**config.mk**
```make
export PLATFORM = sky130hd
export DESIGN_NAME = pin_function_control
export DESIGN_NICKNAME = d
export VERILOG_FILES = /design/src/hw/pin_function_pkg.sv /design/src/hw/pin_function_control.sv
export SDC_FILE = /design/constraint.sdc
export NUM_CORES = 1
export LEC_CHECK = 0
export BUFFER_PORTS_ARGS = -buffer_cell sky130_fd_sc_hd__clkbuf_2
export CAP_MARGIN = 10
export CORE_MARGIN = 3
export CORE_UTILIZATION = 39
export CTS_BUF_LIST = sky130_fd_sc_hd__clkbuf_16
export DETAILED_ROUTE_END_ITERATION = 12
export GPL_ROUTABILITY_DRIVEN = 0
export SYNTH_ARGS = -nofsm -noshare
export SYNTH_HDL_FRONTEND = slang
export SYNTH_SLANG_ARGS = --single-unit
```
**constraint.sdc**
```tcl
create_clock -name clock -period 3.2 [get_ports clock]
set_input_delay 0.16 -clock clock [delete_from_list [all_inputs] [get_ports clock]]
set_output_delay 0.16 -clock clock [all_outputs]
set_load 0.01 [all_outputs]
```
**src/hw/pin_function_pkg.sv**
```systemverilog
package pin_function_pkg;

  // ****************************************************************
  // sizes and clock
  // ****************************************************************
  localparam int NUM_PINS = 5;
  localparam int NUM_RAILS = 2;
  localparam int CLOCK_PERIOD_NS = 4;
  localparam int DEB_CNT_W = 16;

  // input filter on the settings-reload pin, least time so round up
  localparam int RELOAD_DEBOUNCE_US = 100;
  localparam int DEBOUNCE_CYCLES =
    (RELOAD_DEBOUNCE_US * 1000 + CLOCK_PERIOD_NS - 1) / CLOCK_PERIOD_NS;
  // settle time of the weak pull while probing the select pin
  localparam int PROBE_SETTLE_NS = 40;
  localparam logic [3:0] PROBE_CYCLES =
    4'((PROBE_SETTLE_NS + CLOCK_PERIOD_NS - 1) / CLOCK_PERIOD_NS);

  // ****************************************************************
  // pin function codes
  // ****************************************************************
  localparam logic [3:0] MODE_OFF = 4'h0;
  localparam logic [3:0] MODE_ON_ONE = 4'h1;
  localparam logic [3:0] MODE_ON_TWO = 4'h2;
  localparam logic [3:0] MODE_ON_BOTH = 4'h3;
  localparam logic [3:0] MODE_STEP_ONE = 4'h4;
  localparam logic [3:0] MODE_STEP_TWO = 4'h5;
  localparam logic [3:0] MODE_STEP_BOTH = 4'h6;
  localparam logic [3:0] MODE_RELOAD = 4'h7;
  localparam logic [3:0] MODE_GOOD_ONE = 4'h8;
  localparam logic [3:0] MODE_GOOD_TWO = 4'h9;
  localparam logic [3:0] MODE_GOOD_BOTH = 4'hA;
  localparam logic [3:0] MODE_SYSTEM_OK = 4'hB;
  localparam logic [3:0] MODE_IRQ = 4'hC;
  localparam logic [3:0] MODE_RESERVED = 4'hD;
  localparam logic [3:0] MODE_DRIVE_LOW = 4'hE;
  localparam logic [3:0] MODE_DRIVE_HIGH = 4'hF;

  // regulation modes and voltage code limits
  localparam logic [1:0] REG_FORCED_PFM = 2'h0;
  localparam logic [1:0] REG_FORCED_PWM_FULL = 2'h1;
  localparam logic [1:0] REG_FORCED_PWM_SHED = 2'h2;
  localparam logic [1:0] REG_AUTO = 2'h3;
  localparam int VOLT_STEP_MV = 10;
  localparam int VOLT_MIN_MV = 300;
  localparam int VOLT_MAX_MV = 1900;
  localparam logic [7:0] VOLT_MIN_CODE = 8'(VOLT_MIN_MV / VOLT_STEP_MV);
  localparam logic [7:0] VOLT_MAX_CODE = 8'(VOLT_MAX_MV / VOLT_STEP_MV);

  // available pin counts
  localparam logic [2:0] PINS_ALL = 3'h5;
  localparam logic [2:0] PINS_SERIAL_TAKEN = 3'h2;
  localparam logic [2:0] PINS_SELECT_TAKEN = 3'h1;

  // ****************************************************************
  // configuration presets
  // ****************************************************************
  localparam logic [1:0] CFG_LOW = 2'h0;
  localparam logic [1:0] CFG_HIGH = 2'h1;
  localparam logic [1:0] CFG_OPEN = 2'h2;

  typedef enum {ST_PROBE_HIGH, ST_PROBE_LOW, ST_APPLY, ST_RUN} setup_state_t;

  typedef struct packed {
    logic [6:0] slave_addr;
    logic [1:0][7:0] volt_a;
    logic [1:0][7:0] volt_b;
    logic [1:0][1:0] mode_a;
    logic [1:0][1:0] mode_b;
    logic [1:0] set_sel;
    logic [1:0] rail_en;
    logic [3:0] status_masks;
    logic [1:0][3:0] on_delay;
    logic [1:0][3:0] off_delay;
    logic [3:0] pin1_mode;
    logic [3:0] pin2_mode;
  } preset_t;

  localparam preset_t PRESETS [3] = '{
    '{slave_addr: 7'h10, volt_a: 16'h5A5A, volt_b: 16'h6464,
      mode_a: 4'hF, mode_b: 4'h5, set_sel: 2'h0, rail_en: 2'h0,
      status_masks: 4'h0, on_delay: 8'h00, off_delay: 8'h00,
      pin1_mode: 4'h1, pin2_mode: 4'h2},
    '{slave_addr: 7'h11, volt_a: 16'h7878, volt_b: 16'h8282,
      mode_a: 4'hF, mode_b: 4'hA, set_sel: 2'h0, rail_en: 2'h3,
      status_masks: 4'hF, on_delay: 8'h11, off_delay: 8'h11,
      pin1_mode: 4'h6, pin2_mode: 4'hA},
    '{slave_addr: 7'h12, volt_a: 16'h3232, volt_b: 16'h4646,
      mode_a: 4'h0, mode_b: 4'hF, set_sel: 2'h0, rail_en: 2'h0,
      status_masks: 4'h0, on_delay: 8'h22, off_delay: 8'h22,
      pin1_mode: 4'h7, pin2_mode: 4'hC}
  };

endpackage
```
**src/hw/pin_function_control.sv**
```systemverilog
`timescale 1ns/1ps
`default_nettype none

module pin_function_control #(
  parameter int unsigned DEBOUNCE_CYCLES = pin_function_pkg::DEBOUNCE_CYCLES
) (
  input wire logic clock,
  input wire logic rst,
  input wire logic serial_if_option,
  input wire logic cfg_select_option,
  input wire logic chip_on_input,
  input wire logic [4:0] pin_in,
  output logic [4:0] pin_out,
  output logic [4:0] pin_oe,
  output logic cfg_probe_pull_up,
  output logic cfg_probe_pull_down,
  input wire logic [4:0][3:0] otp_pin_mode,
  input wire logic [6:0] otp_slave_addr,
  input wire logic [1:0][7:0] otp_rail_voltage_code_a,
  input wire logic [1:0][7:0] otp_rail_voltage_code_b,
  input wire logic [1:0][1:0] otp_rail_regulation_mode_a,
  input wire logic [1:0][1:0] otp_rail_regulation_mode_b,
  input wire logic [1:0] otp_rail_set_select,
  input wire logic [1:0] otp_rail_enable,
  input wire logic [3:0] otp_status_masks,
  input wire logic [1:0][3:0] otp_on_delay,
  input wire logic [1:0][3:0] otp_off_delay,
  input wire logic [1:0] rail_good,
  input wire logic system_ok,
  input wire logic interrupt_request,
  input wire logic i2c_sda_pull_low,
  output logic i2c_scl_level,
  output logic i2c_sda_level,
  output logic [1:0] rail_enable,
  output logic [1:0] rail_voltage_step,
  output logic [1:0] switch_node_pulldown,
  output logic [1:0][7:0] rail_target_code,
  output logic [1:0][1:0] rail_regulation_mode,
  output logic [6:0] slave_addr,
  output logic [3:0] status_masks,
  output logic [1:0][3:0] on_delay,
  output logic [1:0][3:0] off_delay,
  output logic [1:0] cfg_index,
  output logic [2:0] free_pin_count,
  output logic reload_pulse
);

  // ****************************************************************
  // declarations
  // ****************************************************************
  pin_function_pkg::setup_state_t state_reg;
  logic [3:0] probe_cnt_reg;
  logic sample_high_reg;
  logic sample_low_reg;
  logic [1:0] cfg_index_reg;
  logic [1:0] cfg_index_next;
  pin_function_pkg::preset_t otp_set;
  pin_function_pkg::preset_t src_set;
  logic load_all;
  logic load_settings;
  logic [4:0][3:0] pin_mode_reg;
  logic [4:0][3:0] eff_mode;
  logic [1:0][7:0] volt_a_reg;
  logic [1:0][7:0] volt_b_reg;
  logic [1:0][1:0] mode_a_reg;
  logic [1:0][1:0] mode_b_reg;
  logic [1:0] set_sel_reg;
  logic [1:0] rail_en_reg;
  logic [1:0] on_req;
  logic [1:0] step_req;
  logic reload_raw;
  logic [4:0] drive;
  logic [4:0] level;
  logic reload_stable_reg;
  logic [pin_function_pkg::DEB_CNT_W-1:0] deb_cnt_reg;
  logic [1:0][7:0] chosen_code;
  logic [2:0] free_pin_next;

  // ****************************************************************
  // selector probe and preset choice
  // ****************************************************************
  // pin 0 is probed with a weak pull each way: if it follows both
  // pulls nothing drives it, so the pin is open
  always_comb begin
    unique case ({sample_high_reg, sample_low_reg})
      2'b11: cfg_index_next = pin_function_pkg::CFG_HIGH;
      2'b10: cfg_index_next = pin_function_pkg::CFG_OPEN;
      default: cfg_index_next = pin_function_pkg::CFG_LOW;
    endcase
  end

  always_ff @(posedge clock) begin
    if (rst) begin
      state_reg <= pin_function_pkg::ST_PROBE_HIGH;
      probe_cnt_reg <= 4'h0;
      sample_high_reg <= 1'b0;
      sample_low_reg <= 1'b0;
      cfg_index_reg <= pin_function_pkg::CFG_LOW;
    end else begin
      unique case (state_reg)
        pin_function_pkg::ST_PROBE_HIGH: begin
          if (!cfg_select_option) begin
            state_reg <= pin_function_pkg::ST_APPLY;
          end else if (probe_cnt_reg == pin_function_pkg::PROBE_CYCLES) begin
            sample_high_reg <= pin_in[0];
            probe_cnt_reg <= 4'h0;
            state_reg <= pin_function_pkg::ST_PROBE_LOW;
          end else begin
            probe_cnt_reg <= probe_cnt_reg + 4'h1;
          end
        end
        pin_function_pkg::ST_PROBE_LOW: begin
          if (probe_cnt_reg == pin_function_pkg::PROBE_CYCLES) begin
            sample_low_reg <= pin_in[0];
            probe_cnt_reg <= 4'h0;
            state_reg <= pin_function_pkg::ST_APPLY;
          end else begin
            probe_cnt_reg <= probe_cnt_reg + 4'h1;
          end
        end
        pin_function_pkg::ST_APPLY: begin
          cfg_index_reg <= cfg_index_next;
          state_reg <= pin_function_pkg::ST_RUN;
        end
        pin_function_pkg::ST_RUN: begin
          state_reg <= pin_function_pkg::ST_RUN;
        end
      endcase
    end
  end

  assign cfg_probe_pull_up = (state_reg == pin_function_pkg::ST_PROBE_HIGH)
    && cfg_select_option;
  assign cfg_probe_pull_down = (state_reg == pin_function_pkg::ST_PROBE_LOW);
  assign cfg_index = cfg_index_reg;

  // ****************************************************************
  // configuration store
  // ****************************************************************
  always_comb begin
    otp_set.slave_addr = otp_slave_addr;
    otp_set.volt_a = otp_rail_voltage_code_a;
    otp_set.volt_b = otp_rail_voltage_code_b;
    otp_set.mode_a = otp_rail_regulation_mode_a;
    otp_set.mode_b = otp_rail_regulation_mode_b;
    otp_set.set_sel = otp_rail_set_select;
    otp_set.rail_en = otp_rail_enable;
    otp_set.status_masks = otp_status_masks;
    otp_set.on_delay = otp_on_delay;
    otp_set.off_delay = otp_off_delay;
    otp_set.pin1_mode = otp_pin_mode[1];
    otp_set.pin2_mode = otp_pin_mode[2];
    if (!cfg_select_option) begin
      src_set = otp_set;
    end else if (state_reg == pin_function_pkg::ST_APPLY) begin
      src_set = pin_function_pkg::PRESETS[cfg_index_next];
    end else begin
      src_set = pin_function_pkg::PRESETS[cfg_index_reg];
    end
  end

  assign load_all = (state_reg == pin_function_pkg::ST_APPLY);
  // one shared strobe loads both rails in the same cycle
  assign load_settings = load_all ||
    ((state_reg == pin_function_pkg::ST_RUN) && reload_pulse);

  always_ff @(posedge clock) begin
    if (rst) begin
      volt_a_reg <= '0;
      volt_b_reg <= '0;
      mode_a_reg <= '0;
      mode_b_reg <= '0;
      set_sel_reg <= '0;
    end else if (load_settings) begin
      volt_a_reg <= src_set.volt_a;
      volt_b_reg <= src_set.volt_b;
      mode_a_reg <= src_set.mode_a;
      mode_b_reg <= src_set.mode_b;
      set_sel_reg <= src_set.set_sel;
    end
  end

  // enables, masks, delays and pin roles are not part of a reload
  always_ff @(posedge clock) begin
    if (rst) begin
      rail_en_reg <= '0;
      slave_addr <= '0;
      status_masks <= '0;
      on_delay <= '0;
      off_delay <= '0;
      pin_mode_reg <= '0;
    end else if (load_all) begin
      rail_en_reg <= src_set.rail_en;
      slave_addr <= src_set.slave_addr;
      status_masks <= src_set.status_masks;
      on_delay <= src_set.on_delay;
      off_delay <= src_set.off_delay;
      pin_mode_reg <= otp_pin_mode;
      pin_mode_reg[1] <= src_set.pin1_mode;
      pin_mode_reg[2] <= src_set.pin2_mode;
    end
  end

  // ****************************************************************
  // pin roles
  // ****************************************************************
  always_comb begin
    eff_mode = pin_mode_reg;
    if (state_reg != pin_function_pkg::ST_RUN) begin
      eff_mode = '0;
    end
    if (cfg_select_option) begin
      eff_mode[0] = pin_function_pkg::MODE_OFF;
    end
    if (serial_if_option) begin
      eff_mode[3] = pin_function_pkg::MODE_OFF;
      eff_mode[4] = pin_function_pkg::MODE_OFF;
    end
  end

  always_comb begin
    on_req = '0;
    step_req = '0;
    reload_raw = 1'b0;
    drive = '0;
    level = '0;
    for (int p = 0; p < pin_function_pkg::NUM_PINS; p++) begin
      unique case (eff_mode[p])
        pin_function_pkg::MODE_ON_ONE: on_req[0] |= pin_in[p];
        pin_function_pkg::MODE_ON_TWO: on_req[1] |= pin_in[p];
        pin_function_pkg::MODE_ON_BOTH: on_req |= {2{pin_in[p]}};
        pin_function_pkg::MODE_STEP_ONE: step_req[0] |= pin_in[p];
        pin_function_pkg::MODE_STEP_TWO: step_req[1] |= pin_in[p];
        pin_function_pkg::MODE_STEP_BOTH: step_req |= {2{pin_in[p]}};
        pin_function_pkg::MODE_RELOAD: reload_raw |= pin_in[p];
        pin_function_pkg::MODE_GOOD_ONE: begin
          drive[p] = 1'b1;
          level[p] = rail_good[0];
        end
        pin_function_pkg::MODE_GOOD_TWO: begin
          drive[p] = 1'b1;
          level[p] = rail_good[1];
        end
        pin_function_pkg::MODE_GOOD_BOTH: begin
          drive[p] = 1'b1;
          level[p] = &rail_good;
        end
        pin_function_pkg::MODE_SYSTEM_OK: begin
          drive[p] = 1'b1;
          level[p] = system_ok;
        end
        pin_function_pkg::MODE_IRQ: begin
          drive[p] = 1'b1;
          level[p] = ~interrupt_request;
        end
        pin_function_pkg::MODE_DRIVE_LOW: drive[p] = 1'b1;
        pin_function_pkg::MODE_DRIVE_HIGH: begin
          drive[p] = 1'b1;
          level[p] = 1'b1;
        end
        default: drive[p] = 1'b0;
      endcase
    end
  end

  // the serial data line is open drain: only ever pulled low
  always_ff @(posedge clock) begin
    if (rst) begin
      pin_out <= '0;
      pin_oe <= '0;
      i2c_scl_level <= 1'b1;
      i2c_sda_level <= 1'b1;
    end else begin
      pin_out <= level;
      pin_oe <= drive;
      i2c_scl_level <= serial_if_option ? pin_in[3] : 1'b1;
      i2c_sda_level <= serial_if_option ? pin_in[4] : 1'b1;
      if (serial_if_option) begin
        pin_oe[4] <= i2c_sda_pull_low;
        pin_out[4] <= 1'b0;
      end
    end
  end

  always_comb begin
    free_pin_next = pin_function_pkg::PINS_ALL;
    if (serial_if_option) begin
      free_pin_next = free_pin_next - pin_function_pkg::PINS_SERIAL_TAKEN;
    end
    if (cfg_select_option) begin
      free_pin_next = free_pin_next - pin_function_pkg::PINS_SELECT_TAKEN;
    end
  end

  always_ff @(posedge clock) begin
    if (rst) begin
      free_pin_count <= pin_function_pkg::PINS_ALL;
    end else begin
      free_pin_count <= free_pin_next;
    end
  end

  // ****************************************************************
  // reload trigger filter
  // ****************************************************************
  // a level must hold a full filter time before it counts, so a
  // bouncing contact gives one reload, at the cost of that latency
  always_ff @(posedge clock) begin
    if (rst) begin
      deb_cnt_reg <= '0;
      reload_stable_reg <= 1'b0;
    end else if (reload_raw == reload_stable_reg) begin
      deb_cnt_reg <= '0;
    end else if (deb_cnt_reg ==
                 pin_function_pkg::DEB_CNT_W'(DEBOUNCE_CYCLES - 1)) begin
      deb_cnt_reg <= '0;
      reload_stable_reg <= reload_raw;
    end else begin
      deb_cnt_reg <= deb_cnt_reg + 1'b1;
    end
  end

  always_ff @(posedge clock) begin
    if (rst) begin
      reload_pulse <= 1'b0;
    end else begin
      reload_pulse <= reload_raw && !reload_stable_reg && (deb_cnt_reg ==
        pin_function_pkg::DEB_CNT_W'(DEBOUNCE_CYCLES - 1));
    end
  end

  // ****************************************************************
  // rail outputs
  // ****************************************************************
  always_comb begin
    for (int r = 0; r < pin_function_pkg::NUM_RAILS; r++) begin
      chosen_code[r] = set_sel_reg[r] ? volt_b_reg[r] : volt_a_reg[r];
    end
  end

  // enables ignore reload, so a rail keeps regulating through it
  always_ff @(posedge clock) begin
    if (rst) begin
      rail_enable <= '0;
      rail_voltage_step <= '0;
      switch_node_pulldown <= 2'h3;
      rail_target_code <= {2{pin_function_pkg::VOLT_MIN_CODE}};
      rail_regulation_mode <= '0;
    end else begin
      rail_enable <= (rail_en_reg | on_req) & {2{chip_on_input}};
      rail_voltage_step <= step_req;
      switch_node_pulldown <= {2{~chip_on_input}};
      for (int r = 0; r < pin_function_pkg::NUM_RAILS; r++) begin
        if (chosen_code[r] < pin_function_pkg::VOLT_MIN_CODE) begin
          rail_target_code[r] <= pin_function_pkg::VOLT_MIN_CODE;
        end else if (chosen_code[r] > pin_function_pkg::VOLT_MAX_CODE) begin
          rail_target_code[r] <= pin_function_pkg::VOLT_MAX_CODE;
        end else begin
          rail_target_code[r] <= chosen_code[r];
        end
        // codes pass through unchanged: 0 PFM .. 3 auto
        rail_regulation_mode[r] <= set_sel_reg[r] ?
          mode_b_reg[r] : mode_a_reg[r];
      end
    end
  end
endmodule

`default_nettype wire

```
==> results of run 1 <==
[cells in the final DEF (no fill, tap or decap), types with 6 or more instances in the layout]
cell           instances
a211oi_1              32
a21boi_0               8
a21boi_1              14
a21oi_1               71
a31oi_1                6
buf_4                  7
clkbuf_16             17
clkbuf_2             177
dfxtp_1              159
dlygate4sd3_1         61
ha_1                   6
inv_1                 13
mux2i_1               10
nand2_1              102
nand2b_1              21
nand3_1               31
nand3b_1              13
nand4_1                9
nor2_1                98
nor2b_1               18
nor3_1                37
nor3b_1                8
o21ai_0               11
or3_1                  6
xnor2_1                9
xor2_1                 8
[worst max path at each step]
stage                            endpoint  depth (start not counted)          from
final                      deb_cnt_reg[9]                          8  state_reg[1]
after global routing      deb_cnt_reg[14]                          8  state_reg[1]
after CTS                  deb_cnt_reg[5]                          8  state_reg[1]
after detailed placement   deb_cnt_reg[9]                          8  state_reg[1]
after global placement    deb_cnt_reg[11]                          8  state_reg[1]
after floorplan           deb_cnt_reg[10]                         11  state_reg[0]
[layout make-up]
class	count	area [µm²]
Tap cell	225	282
Fill cell	1690	8290
Multi-Input combinational cell	591	3410
Timing Repair Buffer	246	1570
Clock buffer	17	425
Sequential cell	159	3180
Clock inverter	14	78.8
Inverter	14	52.6
[power by group]
part	internal [µW]	switching [µW]
registers	2110	116
clock network	968	789
logic	310	368
total	3390	1270
[routing by layer]
layer / wire length, µm / part of all wire (%) / track usage (%)
met1: 9410 / 48 / 27.8
met2: 8790 / 45 / 31.2
met3: 1100 / 5.6 / 5.72
met4: 252 / 1.3 / 5.87
met5: 0 / 0 / 0
[stage by stage]
| step | total power [µW] | hold slack (ps) | setup WS [ps] | instance area [µm²] |
|---|---|---|---|---|
| 2_1_floorplan | 2650 | 261 | 1170 | 6910 |
| 3_3_place_gp | 2880 | 384 | 698 | 7890 |
| 3_5_place_dp | 2880 | 393 | 627 | 7890 |
| 4_1_cts | 4700 | 2.80 | 620 | 9000 |
| 5_1_grt | 4890 | 5.95 | 301 | 9000 |
| 6_report | 4660 | 20.0 | 579 | 9000 |
[logic make-up (layout without fill, tap and decap cells)]
kind of cell / after synthesis / count (layout) / share of synthesized area, %
multiplexers: 15 / 15 / 2.26
XOR/XNOR: 17 / 17 / 2.16
flip-flops: 159 / 159 / 46.1
AND/OR/NAND/NOR: 371 / 371 / 26.5
AO/OA/AOI/OAI: 182 / 182 / 17.3
buffers and inverters: 76 / 291 / 4.65
adder cells (fa/ha/maj): 6 / 6 / 1.09
[synthesized netlist by cell type, drive strengths merged (4+ instances only)]
library cell	instances	area share [%]
mux2	5	0.82
nor2b	19	1.7
buf	27	2.0
nand2b	22	2.1
nor3	39	3.0
mux2i	10	1.4
nand3b	13	1.4
nor2	98	5.3
a21oi	73	5.4
nand3	31	2.2
clkbuf	35	1.9
a211oi	32	3.5
nand2	103	5.6
dfxtp	159	46
o21ai	15	1.1
ha	6	1.1
nand4	9	0.82
a21boi	22	2.4
nor3b	8	0.87
nor4	4	0.45
xor2	8	1.0
xnor2	9	1.1
a221oi	4	0.51
o22ai	5	0.45
or3	6	0.54
inv	13	0.71
a31oi	7	0.85
[worst max-delay path: cells and delay by family, from the launching register on]
kind	cells	cell delay (ps)
AO/OA/AOI/OAI	2	460
adder cells (fa/ha/maj)	1	240
flip-flops	1	630
AND/OR/NAND/NOR	5	1200
[what timing repair did]
item	in CTS	in global routing
hold endpoints to repair	61	0
hold buffers	61	0
setup buffers	0	0
==> flow_summary.ini, run 1 <==
[setup_path]
regToRegSetupSlack_ps = 580
cp_slowest_cell = dfxtp_1
critPathLaunchType = flop
crit_path_max_fanout = 15
cpPeakStageDelay_ps = 630
r2r_end = deb_cnt_reg[9]
critical_path_class = reg -> reg
rr_startpoint = state_reg[1]
crit_chain = and3b_1, nand4b_1, o22a_1, nand3_1, ha_1, nor2_1, nand2_1, a21oi_1
arrival_ps = 2970
cp-end-kind = flop
worstPathRequired_ps = 3540
r2r.worst_path.cells = 8

[yosys]
synth_area_um2 = 6910
netlist-cell-type-count = 69
synthFlopType = dfxtp_1
synth_cells = 826
yosysSeqAreaShare_pct = 46.1
avgSynthCellArea_um2 = 8.36
async_flop_share_pct = 0
synth_nets = 938
yosys_warnings = 0
synth_enable_flop_cells = 0
synth-seq-cells = 159

[placement]
dp.cells = 1174
portBuffers = 178
place_hpwl_mm = 13.1

[routing]
post_drt_wl_per_cell_um = 15.4
drc = 0
drt_iter0_markers = 459
drt-vias-per-instance = 5.13
ant_nets = 0
vias = 6497
drtPass1Iterations = 5
drt-total-wl_mm = 19.6

[global_routing]
grt_use_total_pct = 20.3
grt_max_degree = 81
grt_pass1_wl_mm = 32.2
antenna_found_initial = 0
overflow = 0
grt_pass1_vias = 6349

[clocking]
path_clk_slew_ps = 60
cts_sinks = 159
htreeDepth = 4
cts_made_buffers = 17
cts_tree = done
cts-root-buf = clkbuf_16
clock_latency_ps = 420
clk_path_buf_depth = 2
ctsResizeCount = 0

[timing]
finalHoldViolCount = 0
setup_violations = 0
min_period_ps = 2620
timing.final.crit_share_pct = 81.9
rsz0062_at_grt = no
fmax_mhz = 381
tns_ps = 0
final_max_slew_viol_count = 0
tightest_slew_ps = 1060
fin_worst_skew_ps = 10.8
max-slew-margin-rel_pct = 28.5

[power]
irDropWorstVdd_mv = 0.391
cellPowerDensity_nw_per_um2 = 517
leakage_uw = 0.00356

[floorplanning]
dieArea_um2 = 19300
floorplan.initialDensity_pct = 39.9
coreArea_um2 = 17300
die_x_um = 139
rows = 48
ioPinCount = 179
die_h_um = 139

[final_layout]
final_util_pct = 52.1
synthToLayoutAreaGrowth_pct = 30.4
antenna_cells = 0
layout.cells.non_filler = 1266
largest_register_ffs = 20
nNetsFinal = 1141
layout-drive-gt1-share_pct = 22.1

[min_path]
worstHoldPathCells = 3
hold_path_end = volt_b_reg[15]
min-delay-start = otp_rail_voltage_code_b[15]
hold_class = in -> reg

[job]
drv_cap = 0

[run_status]
status = completed
Power figures use the tool's default switching activity.
==> run 2, diff against run 1 <==
==> constraint.sdc (replaced) <==
create_clock -name clock -period 2.15 [get_ports clock]
set_input_delay 0.1075 -clock clock [delete_from_list [all_inputs] [get_ports clock]]
set_output_delay 0.1075 -clock clock [all_outputs]
set_load 0.01 [all_outputs]
==> run 2 against run 1 <==
Setup slack worse by 360 ps; sequential power up 47%; clock skew up 3.6 ps; die area unchanged; total power up 58%; clock power up 69%; sequential share of layout area down 1.7 points; hold slack worse by 1.1 ps; critical path depth down 4; fmax up 35%; cell count up 3.6%; design area up 5.1%.
==> flow_summary.ini, run 2 (synthesis results as in run 1) <==
[clocking]
ctsResizeCount = 0
cts_sinks = 159
clk_path_buf_depth = 2
clock_latency_ps = 430
path_clk_slew_ps = 70
cts_made_buffers = 17
cts-root-buf = clkbuf_16
htreeDepth = 4
cts_tree = done
postCtsSetupBuffers = 0

[placement]
place_hpwl_mm = 13.9
place_area_um2 = 8110
dp.cells = 1202
portBuffers = 178

[floorplanning]
rows = 48
coreArea_um2 = 17300
ioPinCount = 179
dieArea_um2 = 19300
floorplan.initialDensity_pct = 39.9
die_x_um = 139
die_h_um = 139

[timing]
setup_violations = 0
tns_ps = 0
finalHoldViolCount = 0
final_max_slew_viol_count = 0
max-slew-margin-rel_pct = 60.5
timing.final.crit_share_pct = 90.0
rsz0062_at_grt = no
tightest_slew_ps = 592
hold_slack_ps = 18.9
fin_worst_skew_ps = 14.3
min_period_ps = 1940
fmax_mhz = 517

[setup_path]
critPathLaunch = set_sel_reg[1]
worstPathRequired_ps = 2450
regToRegSetupSlack_ps = 210
r2r.worst_path.cells = 4
crit_path_max_fanout = 18
r2r_end = rail_target_code[9]
cp-end-kind = flop
endpoint = rail_target_code[9]
rr_startpoint = set_sel_reg[1]
critPathLaunchType = flop
arrival_ps = 2240
critical_path_class = reg -> reg

[global_routing]
overflow = 0
grt_pass1_vias = 6525
grt_use_total_pct = 20.9
grt_max_degree = 74
antenna_found_initial = 0
grt_pass1_wl_mm = 33.3

[routing]
drt_iter0_markers = 377
drc = 0
post_drt_wl_per_cell_um = 15.5
vias = 6739
drtPass1Iterations = 5
drt-vias-per-instance = 5.14
drt-total-wl_mm = 20.3
ant_nets = 0

[final_layout]
layout-drive-gt1-share_pct = 24.3
synthToLayoutAreaGrowth_pct = 37.0
largest_register_ffs = 20
layout_commonest_cell = clkbuf_2
antenna_cells = 0
final_cell_area_um2 = 9460
nNetsFinal = 1185
layout.cells.non_filler = 1311
final_cell_mix = clkbuf_2, dfxtp_1, nand2_1, nor2_1, dlygate4sd3_1

[run_status]
status = completed

[min_path]
hold_class = in -> reg

[power]
irDropWorstVdd_mv = 0.574
cellPowerDensity_nw_per_um2 = 777
leakage_uw = 0.00380

[job]
drv_cap = 0
run 2: changes by cell type in the layout (fill, tap and decap cells not counted):
cell           delta
clkinv_2          -3
bufinv_16         +1
inv_1             -1
inv_6             +2
dlygate4sd3_1    +16
clkinv_1          -4
buf_4            +27
inv_8             +3
buf_12            +1
clkinv_4          +3
run 2: worst min-delay path by stage:
| stage | cells past startpoint | endpoint | from | slack [ps] |
|---|---|---|---|---|
| after global placement | 3 | pin_oe[4] | i2c_sda_pull_low | 320 |
| after floorplan | 1 | i2c_scl_level | pin_in[3] | 210 |
| final | 3 | slave_addr[0] | otp_slave_addr[0] | 20 |
| after CTS | 3 | status_masks[2] | otp_status_masks[2] | 1 |
| after detailed placement | 3 | pin_oe[4] | i2c_sda_pull_low | 320 |
| after global routing | 3 | volt_a_reg[4] | otp_rail_voltage_code_a[4] | 7 |
run 2: metrics by stage:
| stage | power [µW] | setup WS, ps | util, % |
|---|---|---|---|
| 6_report | 7360 | 215 | 54.7 |
| 5_1_grt | 7700 | 64.9 | 54.7 |
| 3_5_place_dp | 4340 | 230 | 46.9 |
| 4_1_cts | 7420 | 215 | 54.7 |
| 2_1_floorplan | 3940 | 117 | - |
| 3_3_place_gp | 4330 | 287 | 46.9 |
run 2: layout make-up:
class / instances / area (µm²)
inverters: 14 / 52.6
flip-flops and latches: 159 / 3180
repair buffers: 290 / 1950
fillers: 1672 / 7840
clock buffers: 17 / 425
clock inverters: 15 / 153
multi-input cells: 591 / 3410
well taps: 225 / 282
run 2: critical path, stage by stage, from the launching register on:
cell and delay (ps):
dfxtp_1 680, and2_1 240, nand4_1 120, a41o_1 270, or4b_1 490
run 2: layer usage:
metal / GRT usage (%) / wire, µm / up-vias
met5: 0 / 0 / -
met1: 28.7 / 9550 / 3168
met3: 5.38 / 1140 / 21
li1: - / - / 3371
met2: 32.7 / 9260 / 179
met4: 6.02 / 318 / 0
run 2: timing repair:
item,in CTS,in global routing
endpoints found under the setup margin,0,0
hold buffers,77,0
endpoints found under the hold margin,80,0
run 2: report_power, final:
| part | total (µW) | switching, µW | leakage [µW] | internal, µW |
|---|---|---|---|---|
| clock network | 2970 | 1330 | 0.000276 | 1630 |
| logic | 1120 | 604 | 0.00223 | 517 |
| registers | 3270 | 133 | 0.00130 | 3140 |
==> run 3, diff against run 2 <==
--- a/config.mk
+++ b/config.mk
@@ -8,10 +8,12 @@
 export BUFFER_PORTS_ARGS = -buffer_cell sky130_fd_sc_hd__clkbuf_2
 export CAP_MARGIN = 10
 export CORE_MARGIN = 3
-export CORE_UTILIZATION = 39
+export CORE_UTILIZATION = 45
 export CTS_BUF_LIST = sky130_fd_sc_hd__clkbuf_16
+export CTS_CLUSTER_DIAMETER = 80
 export DETAILED_ROUTE_END_ITERATION = 12
 export GPL_ROUTABILITY_DRIVEN = 0
+export PLACE_DENSITY = 0.72
 export SYNTH_ARGS = -nofsm -noshare
 export SYNTH_HDL_FRONTEND = slang
 export SYNTH_SLANG_ARGS = --single-unit
==> run 3 against run 2 <==
Via count about the same; clock skew decreased by 6.4 ps; critical path type unchanged; largest cell class unchanged; sequential power about the same.
==> flow_summary.ini, run 3 (synthesis results as in run 1) <==
[clocking]
cts_made_buffers = 17
cts-root-buf = clkbuf_16
postCtsSetupBuffers = 0
path_clk_slew_ps = 70
cts_tree = done
htreeDepth = 4
clk_path_buf_depth = 2
clock_latency_ps = 420
cts_sinks = 159

[final_layout]
layout-drive-gt1-share_pct = 23.7
antenna_cells = 0
nNetsFinal = 1160
final_util_pct = 62.5
final_cell_mix = clkbuf_2, dfxtp_1, nand2_1, nor2_1, a21oi_1
synthToLayoutAreaGrowth_pct = 33.5
largest_register_ffs = 20
layout_commonest_cell = clkbuf_2

[power]
power_frac_comb_pct = 14.2
switching_share_pct = 26.1
irDropWorstVdd_mv = 0.572
switchingPower_uw = 1960
cellPowerDensity_nw_per_um2 = 816
p_int_uw = 5560
seqPwrFrac_pct = 43.7
power.share.clock_pct = 42.1
leakage_uw = 0.00369

[timing]
min_period_ps = 1950
setup_violations = 0
final_max_slew_viol_count = 0
timing.final.crit_share_pct = 90.7
finalHoldViolCount = 0
rsz0062_at_grt = no
fmax_mhz = 513
tightest_slew_ps = 540
max-slew-margin-rel_pct = 64.0
fin_worst_skew_ps = 7.93
tns_ps = 0

[floorplanning]
die_x_um = 130
floorplan.initialDensity_pct = 46.8
die_h_um = 130
dieArea_um2 = 16900
ioPinCount = 179
coreArea_um2 = 14800
rows = 44

[global_routing]
grt_max_degree = 47
grt_pass1_vias = 6480
grt_pass1_wl_mm = 31.7
antenna_found_initial = 0
overflow = 0
grt_use_total_pct = 23.3

[routing]
drt-total-wl_mm = 19.7
drc = 0
drt_iter0_markers = 513
drt-vias-per-instance = 5.41
post_drt_wl_per_cell_um = 15.8
drtPass1Iterations = 5
ant_nets = 0
vias = 6734

[placement]
portBuffers = 178
place_hpwl_mm = 13.2

[setup_path]
arrival_ps = 2250
worstPathRequired_ps = 2450
critPathLaunchType = flop
crit_path_max_fanout = 6
critical_path_class = reg -> reg
cp-end-kind = flop

[min_path]
hold_class = in -> reg

[job]
drv_cap = 0

[run_status]
status = completed
[run 3: changes by cell type in the layout (fill, tap and decap cells not counted), sizes merged]
cell | previous run | this run
clkinvlp | 3 | 4
dlygate4sd3 | 77 | 65
buf | 36 | 23
bufinv | 1 | 4
clkinv | 6 | 4
inv | 19 | 17
[run 3: routing by layer]
layer / global-route usage (%) / vias up / routed length, µm
met5: 0 / - / 0
met4: 6.36 / 0 / 309
met3: 6.34 / 30 / 1240
met2: 38.4 / 225 / 9310
met1: 30.3 / 3154 / 8820
li1: - / 3325 / -
[run 3: power groups by stage]
stage          logic (µW)  clock network, µW  registers (µW)
4_1_cts              1060               3210            3280
3_5_place_dp          962                  0            3340
2_1_floorplan         605                  0            3330
6_report             1070               3170            3280
3_3_place_gp          955                  0            3340
5_1_grt              1180               3330            3310
[run 3: layout make-up]
cell class                 count  area (µm²)
timing repair buffer         265        1710
clock buffer                  17         425
clock inverter                15         193
tap                          184         230
inverter                      14        52.6
fill                        1278        5540
multi-input combinational    591        3430
sequential                   159        3180
[run 3: path summary, 6_finish.rpt]
path	cells after the start	end	startpoint	slack (ps)
max	8	reload_stable_reg	state_reg[0]	200
min	3	mode_b_reg[0]	otp_rail_regulation_mode_b[0]	4
max reg2reg	8	reload_stable_reg	state_reg[0]	200
min reg2reg	2	off_delay[7]	off_delay[7]	450
[run 3: what timing repair did]
item,CTS,global route
gates resized for setup,1,3
endpoints found under the hold margin,66,0
endpoints found under the setup margin,3,15
hold buffers,65,0
[run 3: worst max-delay path, cell delays in order, from the launching register on]
cell	delay, ps
dfxtp_1	410
and3b_2	270
nand4b_1	170
o22a_1	230
nand3_1	90
ha_1	250
nor2_1	140
and4_1	220
nor3_2	40
[run 3: per-stage QoR]
step           power (µW)  instance area (µm²)  worst slack (ps)  hold slack, ps  std cells
6_report             7520                 9220               201            3.63       1245
5_1_grt              7820                 9220              34.1            2.56       1245
4_1_cts              7560                 9210               117           0.136       1245
3_5_place_dp         4300                 7940              13.4             321       1148
3_3_place_gp         4290                 7940              25.7             317       1148
2_1_floorplan        3940                 6910               117             209        826
